### src/hw/pin_select_pkg.sv
`default_nettype none
package pin_select_pkg;
  // Register byte offsets, one aligned 32-bit word each.
  localparam logic [5:0] CFG3_OFS = 6'h00;
  localparam logic [5:0] CFG4_OFS = 6'h04;
  localparam logic [5:0] CFG5_OFS = 6'h08;
  localparam logic [5:0] CFG6_OFS = 6'h0C;
  localparam logic [5:0] CTRL_OFS = 6'h10;
  localparam logic [5:0] THR_OFS = 6'h14;
  localparam logic [5:0] STAT_OFS = 6'h18;
  localparam logic [5:0] IST_OFS = 6'h1C;
  localparam logic [5:0] IMSK_OFS = 6'h20;
  // Field positions.
  localparam int CFG3_GPO_LVL = 0;
  localparam int CFG3_GPO_PP = 1;
  localparam int CFG3_FIN_MODE = 2;
  localparam int CFG3_GPO_SEL = 4;
  localparam int CFG4_NO_LASER_OFF_OUT = 7;
  localparam int CFG5_FLT_POL = 4;
  localparam int CFG6_TRS_SEL = 2;
  localparam int CFG6_LOS_POL = 3;
  localparam int CTRL_SRX = 0;
  localparam int CTRL_STX = 1;
  localparam int ST_RX_PIN = 0;
  localparam int ST_TX_PIN = 1;
  localparam int ST_DROP = 2;
  localparam int ST_TFLT = 3;
  localparam int ST_EXT = 4;
  localparam int ST_LASER_OFF_OUT = 5;
  localparam int IRQ_TFLT = 0;
  localparam int IRQ_LOSS = 1;
  // Reset values.
  localparam logic [7:0] CFG_RST = 8'h00;
  localparam logic [7:0] THR_RST = 8'h80;
  localparam logic [1:0] CTRL_RST = 2'h0;
endpackage : pin_select_pkg
`default_nettype wire

### src/hw/optical_pin_select.sv
`timescale 1ns/1ns
`default_nettype none
module optical_pin_select #(
  parameter int PWR_W = 8
) (
  input wire logic clk_i,
  input wire logic rst_i,
  input wire logic [5:0] avs_address_i,
  input wire logic avs_read_i,
  input wire logic avs_write_i,
  input wire logic [31:0] avs_writedata_i,
  output logic [31:0] avs_readdata_o,
  output logic avs_waitrequest_o,
  output logic irq_o,
  input wire logic internal_fault_i,
  input wire logic [PWR_W-1:0] received_power_input_i,
  input wire logic receiver_rate_pin_i,
  input wire logic transmitter_rate_pin_i,
  input wire logic external_fault_in_i,
  output logic laser_off_out_o,
  output logic laser_off_oe_n_o,
  output logic general_output_pin_o,
  output logic general_output_oe_n_o,
  input wire logic signal_drop_pin_i,
  output logic signal_drop_out_o,
  output logic signal_drop_oe_n_o,
  output logic transmit_fault_out_o,
  output logic transmit_fault_oe_n_o
);

  typedef struct packed {
    logic wait_r;
    logic [31:0] rdata;
    logic [7:0] cfg3;
    logic [7:0] cfg4;
    logic [7:0] cfg5;
    logic [7:0] cfg6;
    logic [1:0] ctrl;
    logic [PWR_W-1:0] thr;
    logic loss;
    logic flt;
    logic [1:0] rx_s;
    logic [1:0] tx_s;
    logic [1:0] ef_s;
    logic [1:0] dp_s;
    logic [1:0] ist;
    logic [1:0] imsk;
    logic irq;
    logic laser_off_out;
    logic laser_off_out_oe_n;
    logic general_output_pin;
    logic gpo_oe_n;
    logic drop_oe_n;
    logic tflt_oe_n;
    logic od_low;
  } state_s;

  state_s q;
  state_s d;

  logic req;
  logic fault_any;
  logic laser_off_out_lvl;
  logic rate_lvl;
  logic drop_lvl;
  logic tflt_lvl;
  logic [1:0] ev;
  logic [31:0] rd;
  logic [7:0] stat;

  assign req = avs_read_i | avs_write_i;

  always_comb begin
    d = q;
    rd = 32'h0000_0000;
    // Synchronisers: only the second stage is read by logic.
    d.rx_s = {q.rx_s[0], receiver_rate_pin_i};
    d.tx_s = {q.tx_s[0], transmitter_rate_pin_i};
    d.ef_s = {q.ef_s[0], external_fault_in_i};
    d.dp_s = {q.dp_s[0], signal_drop_pin_i};

    // The external input counts only while pin twelve is an input.
    fault_any = internal_fault_i |
                (q.cfg3[pin_select_pkg::CFG3_FIN_MODE] & q.ef_s[1]);
    d.flt = fault_any;

    laser_off_out_lvl = internal_fault_i &
               ~q.cfg4[pin_select_pkg::CFG4_NO_LASER_OFF_OUT];
    if (!q.cfg3[pin_select_pkg::CFG3_FIN_MODE]) begin
      d.laser_off_out = laser_off_out_lvl;
      d.laser_off_out_oe_n = 1'b0;
    end else begin
      d.laser_off_out = 1'b0;
      d.laser_off_out_oe_n = 1'b1;
    end

    // Equal power holds the previous decision, giving one code of margin.
    if (received_power_input_i < q.thr) begin
      d.loss = 1'b1;
    end else if (received_power_input_i > q.thr) begin
      d.loss = 1'b0;
    end

    if (q.cfg3[pin_select_pkg::CFG3_GPO_SEL]) begin
      rate_lvl = q.cfg3[pin_select_pkg::CFG3_GPO_LVL];
      if (q.cfg3[pin_select_pkg::CFG3_GPO_PP]) begin
        d.general_output_pin = rate_lvl;
        d.gpo_oe_n = 1'b0;
      end else begin
        d.general_output_pin = 1'b0;
        d.gpo_oe_n = rate_lvl;
      end
    end else begin
      rate_lvl = q.ctrl[pin_select_pkg::CTRL_SRX] | q.rx_s[1];
      d.general_output_pin = 1'b0;
      d.gpo_oe_n = rate_lvl;
    end

    if (q.cfg6[pin_select_pkg::CFG6_TRS_SEL]) begin
      drop_lvl = q.ctrl[pin_select_pkg::CTRL_STX] | q.tx_s[1];
    end else begin
      drop_lvl = q.loss ^ q.cfg6[pin_select_pkg::CFG6_LOS_POL];
    end
    // Releasing the pin gives the high level through the pull-up.
    d.drop_oe_n = drop_lvl;
    tflt_lvl = q.flt ^ q.cfg5[pin_select_pkg::CFG5_FLT_POL];
    d.tflt_oe_n = tflt_lvl;
    d.od_low = 1'b0;

    // Status: rate, drop and external pins as sampled; fault and shutdown bits are internal states.
    stat = 8'h00;
    stat[pin_select_pkg::ST_RX_PIN] = q.rx_s[1];
    stat[pin_select_pkg::ST_TX_PIN] = q.tx_s[1];
    stat[pin_select_pkg::ST_DROP] = q.dp_s[1];
    stat[pin_select_pkg::ST_TFLT] = q.flt;
    stat[pin_select_pkg::ST_EXT] = q.ef_s[1];
    stat[pin_select_pkg::ST_LASER_OFF_OUT] = q.laser_off_out;

    ev = 2'h0;
    ev[pin_select_pkg::IRQ_TFLT] = fault_any & ~q.flt;
    ev[pin_select_pkg::IRQ_LOSS] = d.loss & ~q.loss;

    case (avs_address_i)
      pin_select_pkg::CFG3_OFS: rd[7:0] = q.cfg3;
      pin_select_pkg::CFG4_OFS: rd[7:0] = q.cfg4;
      pin_select_pkg::CFG5_OFS: rd[7:0] = q.cfg5;
      pin_select_pkg::CFG6_OFS: rd[7:0] = q.cfg6;
      pin_select_pkg::CTRL_OFS: rd[1:0] = q.ctrl;
      pin_select_pkg::THR_OFS: rd[PWR_W-1:0] = q.thr;
      pin_select_pkg::STAT_OFS: rd[7:0] = stat;
      pin_select_pkg::IST_OFS: rd[1:0] = q.ist;
      pin_select_pkg::IMSK_OFS: rd[1:0] = q.imsk;
      default: rd = 32'h0000_0000;
    endcase

    // One wait cycle per access; the request is served when wait drops.
    d.wait_r = ~(req & q.wait_r);
    if (req & q.wait_r) begin
      d.rdata = avs_read_i ? rd : 32'h0000_0000;
    end

    d.ist = q.ist;
    if (avs_write_i & ~q.wait_r) begin
      case (avs_address_i)
        pin_select_pkg::CFG3_OFS: d.cfg3 = avs_writedata_i[7:0];
        pin_select_pkg::CFG4_OFS: d.cfg4 = avs_writedata_i[7:0];
        pin_select_pkg::CFG5_OFS: d.cfg5 = avs_writedata_i[7:0];
        pin_select_pkg::CFG6_OFS: d.cfg6 = avs_writedata_i[7:0];
        pin_select_pkg::CTRL_OFS: d.ctrl = avs_writedata_i[1:0];
        pin_select_pkg::THR_OFS: d.thr = avs_writedata_i[PWR_W-1:0];
        pin_select_pkg::IST_OFS: d.ist = q.ist & ~avs_writedata_i[1:0];
        pin_select_pkg::IMSK_OFS: d.imsk = avs_writedata_i[1:0];
        default: d.ist = d.ist;
      endcase
    end
    // A new event outweighs a clear in the same cycle.
    d.ist = d.ist | ev;
    d.irq = |(q.ist & q.imsk);
  end

  always_ff @(posedge clk_i) begin
    if (rst_i) begin
      q <= '0;
      q.wait_r <= 1'b1;
      q.cfg3 <= pin_select_pkg::CFG_RST;
      q.cfg4 <= pin_select_pkg::CFG_RST;
      q.cfg5 <= pin_select_pkg::CFG_RST;
      q.cfg6 <= pin_select_pkg::CFG_RST;
      q.ctrl <= pin_select_pkg::CTRL_RST;
      q.thr <= PWR_W'(pin_select_pkg::THR_RST);
      q.laser_off_out_oe_n <= 1'b1;
      q.gpo_oe_n <= 1'b1;
      q.drop_oe_n <= 1'b1;
      q.tflt_oe_n <= 1'b1;
    end else begin
      q <= d;
    end
  end

  assign avs_readdata_o = q.rdata;
  assign avs_waitrequest_o = q.wait_r;
  assign irq_o = q.irq;
  assign laser_off_out_o = q.laser_off_out;
  assign laser_off_oe_n_o = q.laser_off_out_oe_n;
  assign general_output_pin_o = q.general_output_pin;
  assign general_output_oe_n_o = q.gpo_oe_n;
  assign signal_drop_out_o = q.od_low;
  assign signal_drop_oe_n_o = q.drop_oe_n;
  assign transmit_fault_out_o = q.od_low;
  assign transmit_fault_oe_n_o = q.tflt_oe_n;
endmodule : optical_pin_select
`default_nettype wire

### config.mk
export PLATFORM = sky130hd
export DESIGN_NAME = optical_pin_select
export DESIGN_NICKNAME = d
export VERILOG_FILES = /design/src/hw/pin_select_pkg.sv /design/src/hw/optical_pin_select.sv
export SDC_FILE = /design/constraint.sdc
export NUM_CORES = 1
export LEC_CHECK = 0
export BUFFER_PORTS_ARGS = -buffer_cell sky130_fd_sc_hd__buf_2
export CAP_MARGIN = 15
export CORE_MARGIN = 8
export CORE_UTILIZATION = 40
export CTS_CLUSTER_SIZE = 40
export DETAILED_ROUTE_END_ITERATION = 10
export GPL_TIMING_DRIVEN = 0
export PLACE_DENSITY_LB_ADDON = 0.3
export SETUP_SLACK_MARGIN = 0.3
export SLEW_MARGIN = 30
export SYNTH_ARGS = -nofsm -noshare
export SYNTH_HDL_FRONTEND = slang
export SYNTH_SLANG_ARGS = --single-unit
export TNS_END_PERCENT = 10
### constraint.sdc
create_clock -name clk_i -period 1.7 [get_ports clk_i]
set_input_delay 0.17 -clock clk_i [delete_from_list [all_inputs] [get_ports clk_i]]
set_output_delay 0.17 -clock clk_i [all_outputs]
set_load 0.05 [all_outputs]
==> metrics.md, run 1 <==
| Metric | Value |
|---|---|
| Number of maximum-capacitance constraint violations | 0 |
| Cell row count | 34 |
| Number of synthesized flops with an enable pin | 0 |
| Leading cell types in the layout, fill and taps excluded | sky130_fd_sc_hd__dfxtp_1 (71), sky130_fd_sc_hd__mux2i_1 (51), sky130_fd_sc_hd__nor2_1 (50) |
| Final-layout fill cell count | approximately 850 |
| Clock tree root buffer cell | sky130_fd_sc_hd__clkbuf_8 |
| Worst setup timing slack at the placement stage | -0.491 ns |
| Via count | 2832 |
| Source-to-sink clock delay at the later pin of the worst-skew pair | around 0.35 ns |
| Via count of the first global-routing pass | ~2.7k |
| Final Hold Violating Endpoints | 0 |
| Origin of the critical flop-to-flop path | q[24]$_SDFFE_PP0P_ |
| Fraction of final layout cells with drive strength greater than 1 | 28.5% |
| Utilization after layout | 49.5% |
| Number of sinks handled by clock tree synthesis | 72 |
| Number of inserted diodes | 0 |
| Endpoint of the worst register-to-register path | q[21]$_SDFF_PP0_ |
| Worst-case clock skew | 0.0106 ns |
| Worst reg2reg path depth | 6 |
| CP required | 1.92 ns |
| Number of instances in the synthesized netlist | 368 |
| Peak supply drop | ~0.35 mV |
| Commonest non-fill, non-tap cell in the layout | sky130_fd_sc_hd__dfxtp_1 |
| Total of endpoints with negative setup slack in the final report | 0 |
| Post-Route Setup TNS | 0 ns |
| Area growth syn-to-layout | 21.7% |
| Critical Path End Type | flop |
| Max Clk Rate | 664 MHz |
| Clock tree from TritonCTS | built |
| Mean cell area of the mapped netlist | 9.50 um2 |
| Slew at the pin closest to its max-slew limit | around 0.65 ns |
| Top FF cell, synth | sky130_fd_sc_hd__dfxtp_1 |
| # DRC | 0 |
| Total count of max-transition violations in the final report | 0 |
| Detailed-route wire length | 9.13 mm |
| Die span in x | 109 um |
| Setup repair after global routing missed its margin | yes |
| Worst Setup Path Type | flop to flop |
| Slew Limit Headroom | 56.8% |
| Basic-gate share of the synthesized area counting and, or, nand and nor cells | 16.2% |
| Average via count per standard cell | between 5 and 6 |
| Antenna Violating Nets Remaining | 0 |
| Register bit total from synthesis | 72 |
| Sequential fraction of the synthesis area | 41.2% |
| Cell area after synthesis | 3500 um2 |
| Synth async-reset ratio | 0% |
| Gpl congestion | 0.866 |
| Final global-route overflow total | 0 |
| Maximum number of pins on one net before global-route repair | 12 |
| Critical path startpoint category | flop |
| Min-Delay Path Class | input pin to flop |
| Top-level port count | 97 |
| Die area | 12000 um2 |
| Cells after DPL | 540 |
| Detailed router's first-iteration violation count | 187 |
| Post-layout min period | 1.51 ns |
| Final HPWL DP | 6.71 mm |
| Clock slew at reported path FFs | 0.08 ns |
| Initial antenna violation count | 0 |
| Clock buffer count from CTS | 9 |
| Post-synthesis adder-cell area fraction | 2.86% |
| Standard cell core area | 8590 um2 |
| Die Y | between 100 and 150 um |
| Fin crit share | just under 90% |
| Final Worst Setup Slack | 0.193 ns |
| Number of iterations in the first detailed-routing pass | 5 |
| Global-route wire length before repair | 14.2 mm |
| Count of hold buffers inserted by post-cts repair | 0 |
| Xor-xnor portion of the synthesized cell area | 0.752% |
| Average routed wire per standard cell | 16.2 um |
| Max FO, Critical Path | 3 |
| Pwr dens | 845 nW/um2 |
| Compound-Gate Fraction of Synth Area | 8.45% |
| Maximum level of the CTS H-tree | 3 |
| Data arrival time at the worst-slack endpoint | between 1.5 and 2 ns |
| Mux contribution to synthesized area | about a fifth |
| Net count, final | 514 |
| Reg-to-reg slack, setup | 0.19 ns |
| Startpoint of the worst setup timing path | q[24]$_SDFFE_PP0P_ |
| Result of the run | finished, final reports clean |
| Overall track demand over capacity in global routing | roughly 16% |
| Combinational family with the most area after synthesis | multiplexers |
| Number of buffer cells added on primary ports | 39 |
| Number of warnings printed during yosys synthesis | 0 |
| Standby leakage power | 1.99 nW |
| Worst-case clock buffer depth | 2 |
| Post-synth cell types | 48 |
| Initial standard-cell utilization of the core | 40.7% |
| Critical path endpoint | q[21]$_SDFF_PP0_ |
| Count of placed standard cells in the final layout, fillers left out | roughly 560 |
[power breakdown]
part / internal, W / switching (W)
registers: 0.00171 / 0.0000184
logic: 0.000146 / 0.000337
clock network: 0.000755 / 0.000626
total: 0.00262 / 0.000982
[flip-flops by register name (all words and copies together) (netlist names)]
name / count
transmit_fault_oe_n_o: 1
general_output_pin_o: 1
signal_drop_oe_n_o: 1
d: 4
avs_readdata_o: 8
irq_o: 1
q: 52
general_output_oe_n_o: 1
laser_off_oe_n_o: 1
laser_off_out_o: 1
avs_waitrequest_o: 1
[worst min-delay path by stage]
stage / from / to / slack (ns) / depth (start not counted)
2_1_floorplan: avs_writedata_i[7] / q[29]$_SDFFE_PP1P_ / 0.30 / 2
3_3_place_gp: external_fault_in_i / d[15]$_SDFF_PP0_ / 0.38 / 2
5_1_grt: receiver_rate_pin_i / d[19]$_SDFF_PP0_ / 0.03 / 2
3_5_place_dp: transmitter_rate_pin_i / d[17]$_SDFF_PP0_ / 0.39 / 2
4_1_cts: transmitter_rate_pin_i / d[17]$_SDFF_PP0_ / 0.02 / 2
6_report: transmitter_rate_pin_i / d[17]$_SDFF_PP0_ / 0.03 / 2
[layer usage]
layer	track usage, %	part of all wire [%]	vias to the layer above
li1	-	-	1389
met1	19.1	41	1303
met2	24.9	47	127
met3	3.87	9.8	13
met4	7.52	2.2	0
met5	0	0	-
[kinds of logic after synthesis]
logic type               count (synthesis)
AND/OR/NAND/NOR                        111
XOR/XNOR                                 3
AO/OA/AOI/OAI                           38
other                                    1
buffers and inverters                   71
flip-flops                              72
adder cells (fa/ha/maj)                  8
multiplexers                            64
[layout make-up]
cell class | count | area (um2) | area share [%]
inverter | 16 | 60.1 | 1.41
tap | 108 | 135 | 3.18
buffer | 55 | 363 | 8.53
multi-input combinational | 250 | 1790 | 42.1
sequential | 72 | 1450 | 34.0
timing repair buffer | 47 | 263 | 6.18
clock inverter | 3 | 40.0 | 0.941
clock buffer | 13 | 159 | 3.74
[per-stage QoR]
stage          hold WS [ns]  cell area (um2)  total power, W
6_report             0.0300             4250         0.00360
3_3_place_gp          0.384             3930         0.00223
3_5_place_dp          0.385             3930         0.00223
5_1_grt              0.0309             4250         0.00372
2_1_floorplan         0.295             3600         0.00212
4_1_cts              0.0226             4230         0.00360
[worst max-delay path, stage by stage, from the launching register on]
cell	delay, ns
sky130_fd_sc_hd__dfxtp_1	0.37
sky130_fd_sc_hd__inv_1	0.05
sky130_fd_sc_hd__ha_1	0.28
sky130_fd_sc_hd__nand3_1	0.10
sky130_fd_sc_hd__o221a_2	0.29
sky130_fd_sc_hd__o221ai_2	0.17
sky130_fd_sc_hd__o41ai_1	0.10
[synth_stat cells (2+ instances only)]
| cell type | instances | area [um2] |
|---|---|---|
| sky130_fd_sc_hd__a21oi_1 | 5 | 25.0 |
| sky130_fd_sc_hd__a221o_1 | 4 | 40.0 |
| sky130_fd_sc_hd__a22o_1 | 2 | 17.5 |
| sky130_fd_sc_hd__a311oi_1 | 2 | 17.5 |
| sky130_fd_sc_hd__a31oi_1 | 4 | 25.0 |
| sky130_fd_sc_hd__a32oi_1 | 2 | 17.5 |
| sky130_fd_sc_hd__buf_2 | 5 | 25.0 |
| sky130_fd_sc_hd__buf_4 | 34 | 255 |
| sky130_fd_sc_hd__clkbuf_1 | 15 | 56.3 |
| sky130_fd_sc_hd__dfxtp_1 | 72 | 1440 |
| sky130_fd_sc_hd__ha_1 | 8 | 100 |
| sky130_fd_sc_hd__inv_1 | 16 | 60.1 |
| sky130_fd_sc_hd__mux2_2 | 12 | 135 |
| sky130_fd_sc_hd__mux2i_1 | 52 | 521 |
| sky130_fd_sc_hd__nand2_1 | 8 | 30.0 |
| sky130_fd_sc_hd__nand3_1 | 22 | 110 |
| sky130_fd_sc_hd__nand3b_1 | 2 | 15.0 |
| sky130_fd_sc_hd__nand4_1 | 4 | 25.0 |
| sky130_fd_sc_hd__nor2_1 | 50 | 188 |
| sky130_fd_sc_hd__nor2b_1 | 11 | 68.8 |
| sky130_fd_sc_hd__nor3_1 | 2 | 10.0 |
| sky130_fd_sc_hd__nor3_2 | 2 | 20.0 |
| sky130_fd_sc_hd__nor4_4 | 2 | 42.5 |
| sky130_fd_sc_hd__o211ai_1 | 3 | 22.5 |
| sky130_fd_sc_hd__o21ai_0 | 3 | 15.0 |
| sky130_fd_sc_hd__o22a_1 | 2 | 17.5 |
| sky130_fd_sc_hd__o2bb2ai_1 | 2 | 17.5 |
| sky130_fd_sc_hd__xnor2_1 | 2 | 17.5 |
[repair_timing]
action                                  4_1_cts  5_1_grt
endpoints found under the setup margin       49       57
pin swaps                                     3        2
resized for setup                             8       11
cloned                                        0        0
setup buffers                                 8        0
Power figures use the tool's default switching activity.
==> inputs of run 2 (changes only) <==
--- a/config.mk
+++ b/config.mk
@@ -12,6 +12,7 @@
 export CTS_CLUSTER_SIZE = 40
 export DETAILED_ROUTE_END_ITERATION = 10
 export GPL_TIMING_DRIVEN = 0
+export HOLD_SLACK_MARGIN = 0.05
 export PLACE_DENSITY_LB_ADDON = 0.3
 export SETUP_SLACK_MARGIN = 0.3
 export SLEW_MARGIN = 30
==> run 2 against run 1 <==
Against the previous run: sequential share of layout area fell by 0.32 points; highest routed layer unchanged; clock power barely moved; sequential power barely moved; first-iteration DRC count fell by 2.1%; critical path depth did not move; flip-flop and latch count did not move; via count fell by 0.60%; critical endpoint unchanged; cell count rose by 0.71%; largest cell class unchanged; setup slack improved by 0.0052 ns; count of clock-buffer cells in the layout did not move; worst hold slack improved by 0.037 ns; design area rose by 0.94%.
==> metrics.md, run 2 (synthesis gave the netlist of run 1 again) <==
| Metric | Value |
|---|---|
| Hold Path End | q[20]$_SDFF_PP0_ (was d[17]$_SDFF_PP0_) |
| Final-layout fill cell count | 842 (was 845) |
| Overall track demand over capacity in global routing | 15.6% (was 15.5%) |
| Antenna Violating Nets Remaining | 0 (unchanged) |
| Peak supply drop | 0.349 mV (was 0.346 mV) |
| Endpoint of the worst register-to-register path | q[21]$_SDFF_PP0_ (unchanged) |
| Commonest non-fill, non-tap cell in the layout | sky130_fd_sc_hd__dfxtp_1 (unchanged) |
| Total count of max-transition violations in the final report | 0 (unchanged) |
| Initial standard-cell utilization of the core | 40.7% (unchanged) |
| Initial antenna violation count | 0 (unchanged) |
| Reg-to-reg slack, setup | 0.20 ns (was 0.19 ns) |
| Source-to-sink clock delay at the later pin of the worst-skew pair | 0.35 ns (about the same) |
| Via count of the first global-routing pass | 2706 (was 2703) |
| CP required | 1.92 ns (about the same) |
| Pwr dens | 839 nW/um2 (was 845 nW/um2) |
| Critical path startpoint category | flop (unchanged) |
| Final Worst Setup Slack | 0.198 ns (was 0.193 ns) |
| Post-layout min period | 1.50 ns (was 1.51 ns) |
| Maximum number of pins on one net before global-route repair | 12 (unchanged) |
| Die area | 12000 um2 (unchanged) |
| Maximum level of the CTS H-tree | 3 (unchanged) |
| Worst reg2reg path depth | 6 (unchanged) |
| Fin crit share | 88.3% (was 88.6%) |
| Worst Setup Path Type | flop to flop (unchanged) |
| Die Y | 109 um (unchanged) |
| Die span in x | 109 um (unchanged) |
| Clock buffer count from CTS | 9 (unchanged) |
| Setup repair after global routing missed its margin | yes (unchanged) |
| # DRC | 0 (unchanged) |
| Global-route wire length before repair | 14.3 mm (was 14.2 mm) |
| Critical Path End Type | flop (unchanged) |
| Standard cell core area | 8590 um2 (unchanged) |
| Average via count per standard cell | 4.96 (was 5.02) |
| Hold_sp | internal_fault_i (was transmitter_rate_pin_i) |
| Slew Limit Headroom | 56.4% (was 56.8%) |
| Final HPWL DP | 6.71 mm (unchanged) |
| Data arrival time at the worst-slack endpoint | 1.72 ns (about the same) |
| Final global-route overflow total | 0 (unchanged) |
| Cell row count | 34 (unchanged) |
| Worst setup timing slack at the placement stage | -0.491 ns (unchanged) |
| Biggest register | q (unchanged) |
| Average routed wire per standard cell | 16.1 um (was 16.2 um) |
| Clock tree root buffer cell | sky130_fd_sc_hd__clkbuf_8 (unchanged) |
| Worst-case clock skew | 0.00952 ns (was 0.0106 ns) |
| Utilization after layout | 50.0% (was 49.5%) |
| Total of endpoints with negative setup slack in the final report | 0 (unchanged) |
| Net count, final | 518 (was 514) |
| Clock tree from TritonCTS | built (unchanged) |
| Number of flip-flops in the largest register | 52 (unchanged) |
| Fraction of final layout cells with drive strength greater than 1 | 28.3% (was 28.5%) |
| Number of inserted diodes | 0 (unchanged) |
| Number of sinks handled by clock tree synthesis | 72 (unchanged) |
| Number of iterations in the first detailed-routing pass | 5 (unchanged) |
| Max Clk Rate | 666 MHz (was 664 MHz) |
| Top-level port count | 97 (unchanged) |
| Worst-case clock buffer depth | 2 (unchanged) |
| Area growth syn-to-layout | 22.8% (was 21.7%) |
| Gpl congestion | 0.866 (unchanged) |
| Detailed router's first-iteration violation count | 183 (was 187) |
| Detailed-route wire length | 9.13 mm (about the same) |
| Standby leakage power | 2.01 nW (was 1.99 nW) |
| Max FO, Critical Path | 3 (unchanged) |
| Origin of the critical flop-to-flop path | q[24]$_SDFFE_PP0P_ (unchanged) |
| Clock slew at reported path FFs | 0.08 ns (about the same) |
| Min Hold Slack | 0.0665 ns (was 0.0300 ns) |
| Via count | 2815 (was 2832) |
| Final Hold Violating Endpoints | 0 (unchanged) |
| Result of the run | finished, final reports clean (unchanged) |
| Hold Crit Depth | 3 (was 2) |
| Number of maximum-capacitance constraint violations | 0 (unchanged) |
| Min-Delay Path Class | input pin to flop (unchanged) |
| Number of buffer cells added on primary ports | 39 (unchanged) |
| Slew at the pin closest to its max-slew limit | 0.654 ns (was 0.647 ns) |
| Leading cell types in the layout, fill and taps excluded | sky130_fd_sc_hd__dfxtp_1 (71), sky130_fd_sc_hd__mux2i_1 (51), sky130_fd_sc_hd__nor2_1 (50) (unchanged) |
-- run 2: cell count changes in the layout (fill, tap and decap cells not counted) --
cell                            change
sky130_fd_sc_hd__dlygate4sd3_1      +4
-- run 2: what timing repair did --
item / CTS / global route
endpoints found under the hold margin: 4 / 0
setup endpoints to repair: 49 / 57
resized for setup: 8 / 11
buffers inserted: 8 / 0
hold buffers: 4 / 0
pin swaps: 3 / 2
-- run 2: power by group --
group | internal [W] | switching (W)
registers | 0.00171 | 0.0000183
logic | 0.000152 | 0.000337
clock network | 0.000755 | 0.000625
-- run 2: routing by layer --
layer,global-route usage [%],up-vias,routed length (um)
met3,3.58,13,772
met1,19.3,1295,3830
met4,7.52,0,176
met2,24.9,109,4350
met5,0,-,0
li1,-,1398,-
-- run 2: worst max path at each step --
stage,startpoint,cells after the start,endpoint,slack (ns)
final,q[24]$_SDFFE_PP0P_,6,q[21]$_SDFF_PP0_,0.20
after global routing,avs_waitrequest_o$_SDFF_PP1_,5,q[51]$_SDFFE_PP0P_,0.10
after CTS,avs_waitrequest_o$_SDFF_PP1_,5,q[51]$_SDFFE_PP0P_,0.16
after detailed placement,avs_address_i[2],5,q[63]$_SDFFE_PP0P_,-0.49
after global placement,avs_address_i[2],5,q[59]$_SDFFE_PP0P_,-0.48
after floorplan,avs_address_i[5],6,q[38]$_SDFFE_PP0P_,0.06
-- run 2: cell type report --
cell class,instances,area [um2],share of cell area [%]
buffer,55,363,8.45
clock buffer,13,159,3.70
clock inverter,3,40.0,0.932
inverter,16,60.1,1.40
multi-input combinational,250,1790,41.7
sequential,72,1450,33.7
tap,108,135,3.15
timing repair buffer,51,303,7.05
-- run 2: worst max-delay path, stage by stage (launching register included) --
cell                       delay, ns
sky130_fd_sc_hd__dfxtp_1        0.36
sky130_fd_sc_hd__inv_1          0.05
sky130_fd_sc_hd__ha_1           0.28
sky130_fd_sc_hd__nand3_1        0.10
sky130_fd_sc_hd__o221a_2        0.29
sky130_fd_sc_hd__o221ai_2       0.17
sky130_fd_sc_hd__o41ai_1        0.10
-- run 2: metrics by stage --
stage	cells	area (um2)	power, W	setup TNS, ns
finish	568	4290	0.00360	0
global placement	540	3930	0.00223	-13.57
global route	568	4290	0.00373	0
floorplan	393	3600	0.00212	0
detailed placement	540	3930	0.00223	-15.97
CTS	568	4270	0.00361	0
==> inputs of run 3 (changes only) <==
--- a/config.mk
+++ b/config.mk
@@ -8,7 +8,7 @@
 export BUFFER_PORTS_ARGS = -buffer_cell sky130_fd_sc_hd__buf_2
 export CAP_MARGIN = 15
 export CORE_MARGIN = 8
-export CORE_UTILIZATION = 40
+export CORE_UTILIZATION = 27
 export CTS_CLUSTER_SIZE = 40
 export DETAILED_ROUTE_END_ITERATION = 10
 export GPL_TIMING_DRIVEN = 0
==> run 3 against run 2 <==
Against the previous run: total power rose by 13%; critical path depth did not move; via count rose by 0.53%; die area rose by 41%; flip-flop and latch count did not move.
==> metrics.md, run 3 (synthesis gave the netlist of run 1 again) <==
| Metric | Value |
|---|---|
| CP required | 1.90 ns (was 1.92 ns) |
| Initial antenna violation count | 0 (unchanged) |
| Peak supply drop | 0.478 mV (was 0.349 mV) |
| Via count | 2830 (was 2815) |
| Sw power | 0.00108 W (was 0.000981 W) |
| Worst Setup Path Type | flop to flop (unchanged) |
| Number of maximum-capacitance constraint violations | 0 (unchanged) |
| Worst-case clock buffer depth | 2 (unchanged) |
| Worst setup timing slack at the placement stage | -0.540 ns (was -0.491 ns) |
| Critical Path End Type | flop (unchanged) |
| Detailed router's first-iteration violation count | 144 (was 183) |
| Final Worst Setup Slack | 0.182 ns (was 0.198 ns) |
| Final Hold Violating Endpoints | 0 (unchanged) |
| Biggest register | q (unchanged) |
| Net count, final | 512 (was 518) |
| Number of inserted diodes | 0 (unchanged) |
| Critical path startpoint category | flop (unchanged) |
| Top-level port count | 97 (unchanged) |
| Total count of max-transition violations in the final report | 0 (unchanged) |
| Standby leakage power | 2.03 nW (was 2.01 nW) |
| Detailed-route wire length | 9.91 mm (was 9.13 mm) |
| Clock tree root buffer cell | sky130_fd_sc_hd__clkbuf_16 (was sky130_fd_sc_hd__clkbuf_8) |
| Worst reg2reg path depth | 6 (unchanged) |
| Number of buffer cells added on primary ports | 39 (unchanged) |
| Max Clk Rate | 659 MHz (was 666 MHz) |
| Slew at the pin closest to its max-slew limit | 0.639 ns (was 0.654 ns) |
| Worst-case clock skew | 0.00684 ns (was 0.00952 ns) |
| Pint | 0.00298 W (was 0.00262 W) |
| Average routed wire per standard cell | 15.9 um (was 16.1 um) |
| Via count of the first global-routing pass | 2804 (was 2706) |
| Number of flip-flops in the largest register | 52 (unchanged) |
| Gpl congestion | 0.829 (was 0.866) |
| Slew Limit Headroom | 57.4% (was 56.4%) |
| Max FO, Critical Path | 3 (unchanged) |
| Clock slew at reported path FFs | 0.06 ns (was 0.08 ns) |
| Pwr dens | 905 nW/um2 (was 839 nW/um2) |
| Origin of the critical flop-to-flop path | q[23]$_SDFFE_PP0P_ (was q[24]$_SDFFE_PP0P_) |
| Fraction of final layout cells with drive strength greater than 1 | 29.6% (was 28.3%) |
| Final HPWL DP | 7.35 mm (was 6.71 mm) |
| Endpoint of the worst register-to-register path | q[21]$_SDFF_PP0_ (unchanged) |
| Leading cell types in the layout, fill and taps excluded | sky130_fd_sc_hd__dfxtp_1 (68), sky130_fd_sc_hd__mux2i_1 (52), sky130_fd_sc_hd__nor2_1 (50) (was sky130_fd_sc_hd__dfxtp_1 (71), sky130_fd_sc_hd__mux2i_1 (51), sky130_fd_sc_hd__nor2_1 (50)) |
| Die span in x | 130 um (was 109 um) |
| Antenna Violating Nets Remaining | 0 (unchanged) |
| Total of endpoints with negative setup slack in the final report | 0 (unchanged) |
| Standard cell core area | 12600 um2 (was 8590 um2) |
| Die area | 16800 um2 (was 12000 um2) |
| Clock group share of total power | 44.9% (was 38.3%) |
| Source-to-sink clock delay at the later pin of the worst-skew pair | 0.33 ns (was 0.35 ns) |
| Reg-to-reg slack, setup | 0.18 ns (was 0.20 ns) |
| Die Y | 130 um (was 109 um) |
| Hold_sp | external_fault_in_i (was internal_fault_i) |
| Cell row count | 41 (was 34) |
| Number of sinks handled by clock tree synthesis | 72 (unchanged) |
| Number of iterations in the first detailed-routing pass | 5 (unchanged) |
| Final global-route overflow total | 0 (unchanged) |
| Sequential power share | 42.8% (was 48.1%) |
| Clock buffer count from CTS | 9 (unchanged) |
| Switching share of power | 26.6% (was 27.2%) |
| Area growth syn-to-layout | 28.1% (was 22.8%) |
| # DRC | 0 (unchanged) |
| Hold Path End | d[15]$_SDFF_PP0_ (was q[20]$_SDFF_PP0_) |
| Global-route wire length before repair | 15.3 mm (was 14.3 mm) |
| Combinational share of power | 12.3% (was 13.6%) |
| Post-layout min period | 1.52 ns (was 1.50 ns) |
| Maximum level of the CTS H-tree | 3 (unchanged) |
| Total chip power | 0.00405 W (was 0.00360 W) |
| Initial standard-cell utilization of the core | 27.7% (was 40.7%) |
| Clock tree from TritonCTS | built (unchanged) |
| Utilization after layout | 35.5% (was 50.0%) |
| Maximum number of pins on one net before global-route repair | 12 (unchanged) |
| Setup repair after global routing missed its margin | yes (unchanged) |
| Result of the run | finished, final reports clean (unchanged) |
| Hold Crit Depth | 2 (was 3) |
| Overall track demand over capacity in global routing | 12.0% (was 15.6%) |
| Average via count per standard cell | 4.53 (was 4.96) |
| Commonest non-fill, non-tap cell in the layout | sky130_fd_sc_hd__dfxtp_1 (unchanged) |
| Fin crit share | 89.3% (was 88.3%) |
| Min-Delay Path Class | input pin to flop (unchanged) |
| Post-Route Setup TNS | 0 ns (unchanged) |
| Data arrival time at the worst-slack endpoint | 1.72 ns (about the same) |
[run 3: cell types whose count changed in the layout (fill, tap and decap cells not counted), sizes merged]
cell,before,now
bufinv,1,0
clkinv,2,1
dlygate4sd3,4,0
clkinvlp,0,1
clkbuf,27,28
buf,88,85
[run 3: cell type report]
cell class                      count  area (um2)
Inverter                           16        60.1
Sequential cell                    72        1450
Fill cell                        1303        8140
Clock inverter                      2        12.5
Tap cell                          172         215
Multi-Input combinational cell    250        1840
Buffer                             55         362
Timing Repair Buffer               45         265
Clock buffer                       13         272
[run 3: worst max-delay path, stage by stage (launching register included)]
cell,delay [ns]
sky130_fd_sc_hd__dfxtp_2,0.36
sky130_fd_sc_hd__inv_1,0.05
sky130_fd_sc_hd__ha_1,0.29
sky130_fd_sc_hd__nand3_2,0.09
sky130_fd_sc_hd__o221a_4,0.28
sky130_fd_sc_hd__o221ai_4,0.22
sky130_fd_sc_hd__o41ai_2,0.10
[run 3: how the worst max path moves through the flow]
stage	from	end	cells past startpoint
global placement	avs_address_i[2]	q[58]$_SDFFE_PP0P_	5
global route	q[23]$_SDFFE_PP0P_	q[21]$_SDFF_PP0_	6
finish	q[23]$_SDFFE_PP0P_	q[21]$_SDFF_PP0_	6
floorplan	avs_address_i[5]	q[38]$_SDFFE_PP0P_	6
detailed placement	avs_address_i[2]	q[63]$_SDFFE_PP0P_	5
CTS	avs_waitrequest_o$_SDFF_PP1_	q[38]$_SDFFE_PP0P_	5
[run 3: power groups by stage]
stage	sequential [W]	clock, W	combinational, W
global route	0.00174	0.00191	0.000537
CTS	0.00174	0.00184	0.000481
detailed placement	0.00177	0	0.000464
global placement	0.00177	0	0.000459
floorplan	0.00180	0	0.000324
finish	0.00174	0.00182	0.000499
[run 3: metrics by stage]
| step | instances | hold slack [ns] | area (um2) |
|---|---|---|---|
| 6_report | 625 | 0.0595 | 4480 |
| 5_1_grt | 625 | 0.0974 | 4480 |
| 4_1_cts | 625 | 0.0578 | 4410 |
| 3_5_place_dp | 604 | 0.394 | 4010 |
| 3_3_place_gp | 604 | 0.391 | 4010 |
| 2_1_floorplan | 393 | 0.295 | 3600 |
[run 3: per-layer routing]
metal | GRT usage (%) | routed length [um] | vias up
li1 | - | - | 1384
met1 | 14.5 | 4350 | 1351
met3 | 3.35 | 644 | 20
met2 | 19.4 | 4670 | 75
met5 | 0 | 0 | -
met4 | 5.67 | 253 | 0
[run 3: repair_timing]
item / 4_1_cts / 5_1_grt
pin swaps: 3 / 3
gates cloned: 0 / 0
setup endpoints to repair: 52 / 57
hold buffers: 0 / 0
buffers inserted: 6 / 0
resized for setup: 6 / 18
